**config.mk**
```make
export PLATFORM = sky130hd
export DESIGN_NAME = sdc_segment_display_ctrl
export DESIGN_NICKNAME = d
export VERILOG_FILES = /design/src/rtl/sdc_segment_display_ctrl.v
export VERILOG_INCLUDE_DIRS = /design/src /design/src/rtl
export SDC_FILE = /design/constraint.sdc
export NUM_CORES = 1
export LEC_CHECK = 0
export ABC_AREA = 1
export BUFFER_PORTS_ARGS = -buffer_cell sky130_fd_sc_hd__buf_2
export CORE_MARGIN = 3
export CORE_UTILIZATION = 28
export CTS_CLUSTER_SIZE = 14
export DETAILED_ROUTE_END_ITERATION = 10
export PLACE_DENSITY_LB_ADDON = 0.25
export SLEW_MARGIN = 20
export SYNTH_ARGS = -nofsm -noshare
export SYNTH_HDL_FRONTEND = slang
export SYNTH_SLANG_ARGS = --single-unit
```
**constraint.sdc**
```tcl
create_clock -name clk_sys -period 18.23 [get_ports clk_sys]
set_input_delay 1.823 -clock clk_sys [delete_from_list [all_inputs] [get_ports clk_sys]]
set_output_delay 1.823 -clock clk_sys [all_outputs]
set_load 0.005 [all_outputs]
```
**src/rtl/sdc_consts.vh**
```
// Register offsets, field positions and reset values of the display controller
`ifndef SDC_CONSTS_VH
`define SDC_CONSTS_VH
// Register byte offsets
`define SDC_OFF_CTRL0 8'h00
`define SDC_OFF_CTRL1 8'h04
`define SDC_OFF_RVC 8'h08
`define SDC_OFF_POWER 8'h0C
`define SDC_OFF_BLINK 8'h10
`define SDC_OFF_STATUS 8'h14
`define SDC_OFF_PEN_LO 8'h18
`define SDC_OFF_PEN_HI 8'h1C
`define SDC_OFF_BACKPLANE_ROLE_ENABLE_LO 8'h20
`define SDC_OFF_BACKPLANE_ROLE_ENABLE_HI 8'h24
// Control 0 fields
`define SDC_C0_DUTY_LSB 0
`define SDC_C0_CLKDIV_LSB 3
`define SDC_C0_SOURCE 6
`define SDC_C0_ON 7
// Control 1 fields
`define SDC_C1_IEN 7
`define SDC_C1_STOPOFF 1
`define SDC_C1_WAITOFF 0
// Regulated voltage control fields
`define SDC_RV_ON 7
`define SDC_RV_TRIM_LSB 0
// Power control fields
`define SDC_PW_CHARGE_PUMP_SELECT 7
`define SDC_PW_HREF 6
`define SDC_PW_PUMP_CLOCK_TUNE_LSB 4
`define SDC_PW_BSKIP 3
`define SDC_PW_VSUP_LSB 0
`define SDC_VSUP_EXTERNAL 2'h2
// Blink control fields
`define SDC_BL_BLINK 7
`define SDC_BL_ALT 6
`define SDC_BL_BLANK 5
`define SDC_BL_STYLE 3
`define SDC_BL_RATE_LSB 0
// Status fields
`define SDC_ST_FLAG 7
// Reset values: 1/4 duty, power register at supply code 11
`define SDC_RST_CTRL0 8'h03
`define SDC_RST_CTRL1 8'h00
`define SDC_RST_RVC 8'h00
`define SDC_RST_POWER 8'h03
`define SDC_RST_BLINK 8'h00
// Frame event divider length in selected display clock ticks at divider field 7
`define SDC_FRAME_BASE 16'h0100
`endif

```
**src/rtl/sdc_segment_display_ctrl.v**
```verilog
// AXI4-Lite configuration and enable sequencing for a segment display driver
`default_nettype none
`include "sdc_consts.vh"

// How it works
// - No display drive until module enable set
// - Reference select: doubler 0, tripler 1
// - Reference select picks 1.0 or 1.67 V
// - Regulated voltage enable and trim field
// - Charge pump select enables pump
// - Buffer skip: buffered 0, unbuffered 1
// - Supply code 10 means external power
// - Wait control 0 keeps display in wait
// - Stop control 0 keeps display in stop
// - Interrupt enable 0 blocks frame request
// - 64 pin enables make display outputs
// - 64 backplane enables select backplane role
// - 3-bit duty and frame divider fields
// - Alternate, blank, blink style, blink rate
// - Clock source bit selects timing clock
// - Frame event sets flag, write-one clears
// - Interrupt when flag and enable set
// - Reset clears enable, outputs high impedance
// - Trim steps 1.5 percent, 12 percent range
module sdc_segment_display_ctrl #(
	parameter PINS = 64
) (
	input wire clk_sys,
	input wire reset,
	input wire extClkTick,
	input wire intClkTick,
	input wire sysWaitMode,
	input wire sysStopMode,
	input wire [31:0] s_axi_awaddr,
	input wire s_axi_awvalid,
	output wire s_axi_awready,
	input wire [31:0] s_axi_wdata,
	input wire [3:0] s_axi_wstrb,
	input wire s_axi_wvalid,
	output wire s_axi_wready,
	output reg [1:0] s_axi_bresp,
	output reg s_axi_bvalid,
	input wire s_axi_bready,
	input wire [31:0] s_axi_araddr,
	input wire s_axi_arvalid,
	output wire s_axi_arready,
	output reg [31:0] s_axi_rdata,
	output reg [1:0] s_axi_rresp,
	output reg s_axi_rvalid,
	input wire s_axi_rready,
	output reg [PINS-1:0] pinDriveEnable,
	output reg [PINS-1:0] backplaneRole,
	output reg displayActive,
	output reg frameEventPulse,
	output reg frameIrq,
	output reg [2:0] dutySelect,
	output reg [2:0] blinkPeriodSelect,
	output reg secondPlaneSelect,
	output reg blankActive,
	output reg blinkStyle,
	output reg blinkEnable,
	output reg biasRefHighSelect,
	output reg regVoltageOn,
	output reg [3:0] regVoltageAdjust,
	output reg chargePumpSelect,
	output reg [1:0] pumpClockTune,
	output reg bufferSkip,
	output reg [1:0] supplySourceSelect,
	output reg externalSupply
);

	// Register storage
	reg [7:0] displayCtrl0_reg;
	reg [7:0] displayCtrl1_reg;
	reg [7:0] regVoltageCtrl_reg;
	reg [7:0] displayPowerCtrl_reg;
	reg [7:0] blinkCtrl_reg;
	reg frameEventFlag_reg;
	reg [PINS-1:0] pinEnable_reg;
	reg [PINS-1:0] backplaneEnable_reg;
	reg [31:0] awAddr_reg;
	reg awHeld_reg;
	reg [31:0] wData_reg;
	reg [3:0] wStrb_reg;
	reg wHeld_reg;
	reg extSync1_reg;
	reg extSync2_reg;
	reg extPrev_reg;
	reg intSync1_reg;
	reg intSync2_reg;
	reg intPrev_reg;
	reg waitSync1_reg;
	reg waitSync2_reg;
	reg stopSync1_reg;
	reg stopSync2_reg;
	reg [15:0] frameCnt_reg;
	reg [15:0] frameCnt_next;

	wire [7:0] writeByte;
	wire [7:0] writeAddr;
	wire [7:0] readAddr;
	wire doWrite;
	wire doRead;
	wire moduleOn;
	wire lowPowerOff;
	wire driveNow;
	wire clkTick;
	wire [15:0] frameLength;

	// Byte-lane merge of one 8-bit register
	function [7:0] mergeByte;
		input [7:0] oldVal;
		input [31:0] data;
		input [3:0] strb;
		begin
			mergeByte = strb[0] ? data[7:0] : oldVal;
		end
	endfunction

	// Merge a 32-bit word with byte strobes
	function [31:0] mergeWord;
		input [31:0] oldVal;
		input [31:0] data;
		input [3:0] strb;
		integer i;
		begin
			mergeWord = oldVal;
			for (i = 0; i < 4; i = i + 1) begin
				if (strb[i])
					mergeWord[i*8 +: 8] = data[i*8 +: 8];
			end
		end
	endfunction

	// Address and data may arrive in either order
	assign s_axi_awready = !awHeld_reg && !s_axi_bvalid;
	assign s_axi_wready = !wHeld_reg && !s_axi_bvalid;
	assign s_axi_arready = !s_axi_rvalid;
	assign doWrite = awHeld_reg && wHeld_reg && !s_axi_bvalid;
	assign doRead = s_axi_arvalid && s_axi_arready;
	assign writeAddr = awAddr_reg[7:0];
	assign readAddr = s_axi_araddr[7:0];
	assign writeByte = mergeByte(8'h00, wData_reg, wStrb_reg);

	assign moduleOn = displayCtrl0_reg[`SDC_C0_ON];
	// Low-power gating of the drive
	assign lowPowerOff =
		(waitSync2_reg && displayCtrl1_reg[`SDC_C1_WAITOFF]) ||
		(stopSync2_reg && displayCtrl1_reg[`SDC_C1_STOPOFF]);
	assign driveNow = moduleOn && !lowPowerOff;
	// Clock source choice between the two timing ticks
	assign clkTick = displayCtrl0_reg[`SDC_C0_SOURCE] ?
		(intSync2_reg && !intPrev_reg) :
		(extSync2_reg && !extPrev_reg);
	// Frame length scales with the divider field
	assign frameLength = `SDC_FRAME_BASE >>
		(3'h7 - displayCtrl0_reg[`SDC_C0_CLKDIV_LSB +: 3]);

	// Synchronisers for outside ticks and mode levels
	always @(posedge clk_sys or posedge reset) begin
		if (reset) begin
			extSync1_reg <= 1'b0;
			extSync2_reg <= 1'b0;
			extPrev_reg <= 1'b0;
			intSync1_reg <= 1'b0;
			intSync2_reg <= 1'b0;
			intPrev_reg <= 1'b0;
			waitSync1_reg <= 1'b0;
			waitSync2_reg <= 1'b0;
			stopSync1_reg <= 1'b0;
			stopSync2_reg <= 1'b0;
		end else begin
			extSync1_reg <= extClkTick;
			extSync2_reg <= extSync1_reg;
			extPrev_reg <= extSync2_reg;
			intSync1_reg <= intClkTick;
			intSync2_reg <= intSync1_reg;
			intPrev_reg <= intSync2_reg;
			waitSync1_reg <= sysWaitMode;
			waitSync2_reg <= waitSync1_reg;
			stopSync1_reg <= sysStopMode;
			stopSync2_reg <= stopSync1_reg;
		end
	end

	// Frame counter next value, runs only while driving
	always @* begin
		frameCnt_next = frameCnt_reg;
		if (!driveNow)
			frameCnt_next = 16'h0000;
		else if (clkTick) begin
			if (frameCnt_reg >= frameLength - 16'h0001)
				frameCnt_next = 16'h0000;
			else
				frameCnt_next = frameCnt_reg + 16'h0001;
		end
	end

	// Bus channels and register writes
	always @(posedge clk_sys or posedge reset) begin
		if (reset) begin
			awAddr_reg <= 32'h0000_0000;
			awHeld_reg <= 1'b0;
			wData_reg <= 32'h0000_0000;
			wStrb_reg <= 4'h0;
			wHeld_reg <= 1'b0;
			s_axi_bvalid <= 1'b0;
			s_axi_bresp <= 2'h0;
			s_axi_rvalid <= 1'b0;
			s_axi_rresp <= 2'h0;
			s_axi_rdata <= 32'h0000_0000;
			displayCtrl0_reg <= `SDC_RST_CTRL0;
			displayCtrl1_reg <= `SDC_RST_CTRL1;
			regVoltageCtrl_reg <= `SDC_RST_RVC;
			displayPowerCtrl_reg <= `SDC_RST_POWER;
			blinkCtrl_reg <= `SDC_RST_BLINK;
			frameEventFlag_reg <= 1'b0;
			pinEnable_reg <= {PINS{1'b0}};
			backplaneEnable_reg <= {PINS{1'b0}};
			frameCnt_reg <= 16'h0000;
		end else begin
			frameCnt_reg <= frameCnt_next;
			if (s_axi_awvalid && s_axi_awready) begin
				awAddr_reg <= s_axi_awaddr;
				awHeld_reg <= 1'b1;
			end
			if (s_axi_wvalid && s_axi_wready) begin
				wData_reg <= s_axi_wdata;
				wStrb_reg <= s_axi_wstrb;
				wHeld_reg <= 1'b1;
			end
			if (s_axi_bvalid && s_axi_bready)
				s_axi_bvalid <= 1'b0;
			if (doWrite) begin
				awHeld_reg <= 1'b0;
				wHeld_reg <= 1'b0;
				s_axi_bvalid <= 1'b1;
				s_axi_bresp <= 2'h0;
				case (writeAddr)
				`SDC_OFF_CTRL0: begin
					if (wStrb_reg[0])
						displayCtrl0_reg <= writeByte;
				end
				`SDC_OFF_CTRL1: begin
					if (wStrb_reg[0])
						displayCtrl1_reg <= writeByte;
				end
				`SDC_OFF_RVC: begin
					if (wStrb_reg[0])
						regVoltageCtrl_reg <= writeByte;
				end
				`SDC_OFF_POWER: begin
					if (wStrb_reg[0])
						displayPowerCtrl_reg <= writeByte;
				end
				`SDC_OFF_BLINK: begin
					if (wStrb_reg[0])
						blinkCtrl_reg <= writeByte;
				end
				`SDC_OFF_STATUS: ;
				`SDC_OFF_PEN_LO: pinEnable_reg[31:0] <= mergeWord(
					pinEnable_reg[31:0], wData_reg, wStrb_reg);
				`SDC_OFF_PEN_HI: pinEnable_reg[63:32] <= mergeWord(
					pinEnable_reg[63:32], wData_reg, wStrb_reg);
				`SDC_OFF_BACKPLANE_ROLE_ENABLE_LO: backplaneEnable_reg[31:0] <= mergeWord(
					backplaneEnable_reg[31:0], wData_reg, wStrb_reg);
				`SDC_OFF_BACKPLANE_ROLE_ENABLE_HI: backplaneEnable_reg[63:32] <= mergeWord(
					backplaneEnable_reg[63:32], wData_reg, wStrb_reg);
				default: s_axi_bresp <= 2'h2;
				endcase
			end
			// Frame flag: a new event wins over a clear
			if (driveNow && clkTick && frameCnt_next == 16'h0000)
				frameEventFlag_reg <= 1'b1;
			else if (doWrite && writeAddr == `SDC_OFF_STATUS &&
				wStrb_reg[0] && wData_reg[`SDC_ST_FLAG])
				frameEventFlag_reg <= 1'b0;
			if (s_axi_rvalid && s_axi_rready)
				s_axi_rvalid <= 1'b0;
			if (doRead) begin
				s_axi_rvalid <= 1'b1;
				s_axi_rresp <= 2'h0;
				case (readAddr)
				`SDC_OFF_CTRL0: s_axi_rdata <= {24'h00_0000, displayCtrl0_reg};
				`SDC_OFF_CTRL1: s_axi_rdata <= {24'h00_0000, displayCtrl1_reg};
				`SDC_OFF_RVC: s_axi_rdata <= {24'h00_0000, regVoltageCtrl_reg};
				`SDC_OFF_POWER:
					s_axi_rdata <= {24'h00_0000, displayPowerCtrl_reg};
				`SDC_OFF_BLINK: s_axi_rdata <= {24'h00_0000, blinkCtrl_reg};
				`SDC_OFF_STATUS: s_axi_rdata <= {24'h00_0000,
					frameEventFlag_reg, 7'h00};
				`SDC_OFF_PEN_LO: s_axi_rdata <= pinEnable_reg[31:0];
				`SDC_OFF_PEN_HI: s_axi_rdata <= pinEnable_reg[63:32];
				`SDC_OFF_BACKPLANE_ROLE_ENABLE_LO: s_axi_rdata <= backplaneEnable_reg[31:0];
				`SDC_OFF_BACKPLANE_ROLE_ENABLE_HI: s_axi_rdata <= backplaneEnable_reg[63:32];
				default: begin
					s_axi_rdata <= 32'h0000_0000;
					s_axi_rresp <= 2'h2;
				end
				endcase
			end
		end
	end

	// Registered outputs toward the driver and analog blocks
	always @(posedge clk_sys or posedge reset) begin
		if (reset) begin
			pinDriveEnable <= {PINS{1'b0}};
			backplaneRole <= {PINS{1'b0}};
			displayActive <= 1'b0;
			frameEventPulse <= 1'b0;
			frameIrq <= 1'b0;
			dutySelect <= 3'h3;
			blinkPeriodSelect <= 3'h0;
			secondPlaneSelect <= 1'b0;
			blankActive <= 1'b0;
			blinkStyle <= 1'b0;
			blinkEnable <= 1'b0;
			biasRefHighSelect <= 1'b0;
			regVoltageOn <= 1'b0;
			regVoltageAdjust <= 4'h0;
			chargePumpSelect <= 1'b0;
			pumpClockTune <= 2'h0;
			bufferSkip <= 1'b0;
			supplySourceSelect <= 2'h3;
			externalSupply <= 1'b0;
		end else begin
			// Pins float unless the module drives
			pinDriveEnable <= driveNow ? pinEnable_reg : {PINS{1'b0}};
			backplaneRole <= pinEnable_reg & backplaneEnable_reg;
			displayActive <= driveNow;
			frameEventPulse <= driveNow && clkTick && frameCnt_next == 16'h0000;
			frameIrq <= frameEventFlag_reg &&
				displayCtrl1_reg[`SDC_C1_IEN];
			dutySelect <= displayCtrl0_reg[`SDC_C0_DUTY_LSB +: 3];
			blinkPeriodSelect <= blinkCtrl_reg[`SDC_BL_RATE_LSB +: 3];
			secondPlaneSelect <= blinkCtrl_reg[`SDC_BL_ALT];
			blankActive <= blinkCtrl_reg[`SDC_BL_BLANK];
			blinkStyle <= blinkCtrl_reg[`SDC_BL_STYLE];
			blinkEnable <= blinkCtrl_reg[`SDC_BL_BLINK];
			biasRefHighSelect <= displayPowerCtrl_reg[`SDC_PW_HREF];
			regVoltageOn <= regVoltageCtrl_reg[`SDC_RV_ON];
			regVoltageAdjust <= regVoltageCtrl_reg[`SDC_RV_TRIM_LSB +: 4];
			chargePumpSelect <= displayPowerCtrl_reg[`SDC_PW_CHARGE_PUMP_SELECT];
			pumpClockTune <= displayPowerCtrl_reg[`SDC_PW_PUMP_CLOCK_TUNE_LSB +: 2];
			bufferSkip <= displayPowerCtrl_reg[`SDC_PW_BSKIP];
			supplySourceSelect <= displayPowerCtrl_reg[`SDC_PW_VSUP_LSB +: 2];
			externalSupply <= displayPowerCtrl_reg[`SDC_PW_VSUP_LSB +: 2] ==
				`SDC_VSUP_EXTERNAL;
		end
	end

endmodule // sdc_segment_display_ctrl
`default_nettype wire

```
==> flow_summary.ini <==
[synth]
synthesis.area_per_instance_um2 = 9.419
synth.top_cells.by_count = nand2_1, dfrtp_1, inv_1
share_of_cell_area_taken_by_muxes_after_synthesis_pct = 0.3379
synth_edf_count = 0
netlist_top_cells_area = dfrtp_1, nand2_1, o21ai_1
synth_top_area_share_pct = 63.53
share_of_the_synthesized_area_in_compound_gates_ao_oa_aoi_oai_pct = 8.395
synth_top_family_by_area = simple AND/OR/NAND/NOR gates
area_share_of_xor_xnor_cells_in_the_synthesized_design_pct = 0.2103
synth.distinct_cells = 39
synth-simple-area-share_pct = 18.79
postSynth.asyncResetShare_pct = 100.0
post_synth_adder_cell_area_pct = 0.6758
yosys.cell_count.top_type = nand2_1
synth_area_leader_cell = dfrtp_1
dominantRegCellSynth = dfrtp_1
synth.ff_latch_count = 431
synthesis.instances = 1769
synth_seq_area_share_pct = 64.79
synth_warnings = 0
synthesis.area_um2 = 16660

[sta]
timing.fmax_mhz = 265.0
tightest_slew_ns = 1.028
report.final.hold_viol_count = 0
skew_ns = 0.01297
fin_worst_hold_slack_ns = 0.3458
setup_viol = 0
report.final.slew_viol_count = 0
period_needed_ns = 3.774
finalCritPeriodShare_pct = 20.70
slew_headroom_pct = 31.35
setup_tns_ns = 0
rsz0062_at_grt = false

[cells_and_area]
layout.core_utilization_pct = 34.95
area.growth.synth_to_final_pct = 22.19
layout-drive-gt1-share_pct = 19.00
inserted_diodes = 0
finalNetCount = 2142

[routing]
drc = 0
first_pass_iters = 5
detailroute.via_count = 12560
drtIter0Drc = 883
post_drt_wl_per_cell_um = 17.45
final_antenna_net_count = 0
finalWirelength_um = 49270
vias_per_cell = 4.449

[floorplanning]
coreArea_um2 = 58250
die_w_um = 249.9
floorplan.initialDensity_pct = 28.61
placement_rows = 88
i_o_pins = 306
die-height_um = 249.9
floorplan.die_area_um2 = 62470

[global_routing]
grt_first_pass_wirelength_um = 75980
grt_use_total_pct = 15.72
grt_pass1_vias = 12490
gr-total-overflow = 0
grt_max_degree = 178
antenna_found_initial = 3

[worst_setup_path]
path_cells = buf_2 > inv_1 > nand2_1 > nor3_2 > nand2_4 > inv_2 > nand2_1 > o2111ai_1 > nand2_1 > nand2_1
critPathMaxFanout = 18
r2r_cells = 19
cp.required_ns = 18.73
setup.worst_path.start_class = input pin
cp-startpoint = s_axi_araddr[6]
start_to_end_type_of_the_worst_setup_path = in2reg
rr_endpoint = frameEventPulse
worstReg2RegStart = displayCtrl0_reg[3]
critical_path.endpoint_type = register
timing.critical_path.arrival_ns = 4.27
crit_slowest_cell = nor3_2
critical-path-max-stage-delay_ns = 0.69
worstSetupEndpoint = s_axi_rdata[30]
critical-path-top-cell-by-count = nand2_1
reg2reg_setup_slack_ns = 15.09

[clock_tree]
clock_buffers_created_by_tritoncts = 49
clock_pin_slew_reported_for_the_worst_setup_and_hold_paths_after_clock_tree_synthesis_ns = 0.05
number_of_sinks_on_the_clock_net = 431
postCtsHoldBufs = 0
level_count_of_the_clock_h_tree = 2
post_cts_resize_count = 0
ctsRootBufferMaster = clkbuf_16
clock_path_buffers = 3
post-cts-setup-buffers = 0
clk_latency_ns = 0.57
clock_tree_from_tritoncts = done

[power_and_ir_drop]
vdd.ir_drop.worst_mv = 0.1310
netSwitchingPower_mw = 0.6871
p_comb_share_pct = 12.8
internal_power_mw = 1.773
power_leakage_nw = 10.78
power_switching_share_pct = 27.93
seqPwrFrac_pct = 46.8
power_density_nw_per_um2 = 120.8
pwr-share-clk_pct = 40.4

[min_path]
worst_hold_path_type = reg2reg
timing.hold.worst_path_depth = 0

[placed_design]
placement.io_buffers = 255
gpl.final_weighted_congestion = 0.7824
place_hpwl_um = 32620

[job]
maxCapViolations = 0

[run_status]
outcome = complete, no violations
## routing by layer
metal / track usage (%) / part of all wire [%] / vias to the layer above / routed length, um
li1: - / - / 6058 / -
met1: 21.80 / 45 / 6121 / 22310
met2: 25.56 / 47 / 323 / 23140
met3: 3.345 / 6.3 / 52 / 3112
met4: 3.066 / 1.4 / 6 / 667
met5: 0 / 0.083 / - / 41
## placed cells by master (no fill, tap or decap), drive strengths merged
master / synthesis / layout
nand2: 534 / 534
dfrtp: 423 / 423
buf: 25 / 262
inv: 226 / 227
o21ai: 175 / 175
nor2: 155 / 155
clkbuf: 36 / 76
nand3: 49 / 49
a21oi: 48 / 48
o2111ai: 24 / 24
nor3: 13 / 13
nand4: 11 / 11
ha: 9 / 9
o22ai: 8 / 8
dfstp: 8 / 8
and3: 6 / 6
clkinv: 1 / 6
mux2: 5 / 5
bufinv: 0 / 4
and2: 2 / 2
xor2: 2 / 2
xnor2: 2 / 2
conb: 1 / 2
nor4: 2 / 2
a31oi: 1 / 1
nand3b: 1 / 1
o31ai: 1 / 1
o41ai: 1 / 1
clkinvlp: 0 / 1
## how the worst min path moves through the flow
stage,slack [ns],to,start
after detailed placement,0.34,intSync2_reg,intSync1_reg
final,0.35,intSync2_reg,intSync1_reg
after floorplan,0.33,extSync2_reg,extSync1_reg
after global routing,0.35,intSync2_reg,intSync1_reg
after global placement,0.34,intSync2_reg,intSync1_reg
after CTS,0.35,intSync2_reg,intSync1_reg
## metrics by stage
step / area [um2] / setup slack, ns / power [mW] / cells
after floorplan: 16670 / 4.417 / 1.366 / 1770
after global placement: 18720 / 13.83 / 1.475 / 2736
after detailed placement: 18720 / 13.77 / 1.489 / 2736
after CTS: 20360 / 14.39 / 2.494 / 2823
after global routing: 20360 / 14.22 / 2.592 / 2823
final: 20360 / 14.46 / 2.460 / 2823
## power groups by stage
stage | Clock [mW] | Combinational (mW) | Sequential (mW)
floorplan | 0 | 0.217 | 1.15
global route | 1.06 | 0.365 | 1.17
CTS | 1.02 | 0.322 | 1.15
global placement | 0 | 0.311 | 1.16
detailed placement | 0 | 0.320 | 1.17
finish | 0.993 | 0.315 | 1.15
## logic make-up (layout without fill, tap and decap cells)
logic type	count (synthesis)	count (layout)
simple gates	773	773
flops	431	431
buf+inv	288	576
mux	5	5
fa+ha+maj	9	9
other cells	1	2
xor+xnor	4	4
compound gates	258	258
## worst max-delay path: cells and delay by family
kind                   cells  cell delay [ns]
AND/OR/NAND/NOR            6             1.58
AO/OA/AOI/OAI              1             0.10
buffers and inverters      3             0.73
## cell type report
type	instances	area, um2
fill	5978	37890
clock buffer	76	1468
inverter	227	859.6
clock inverter	11	165.2
tap	765	957.2
multi-input combinational	1051	4770
timing repair buffer	262	1345
sequential	431	10800
Note: power is estimated with default switching activity, not from simulation.
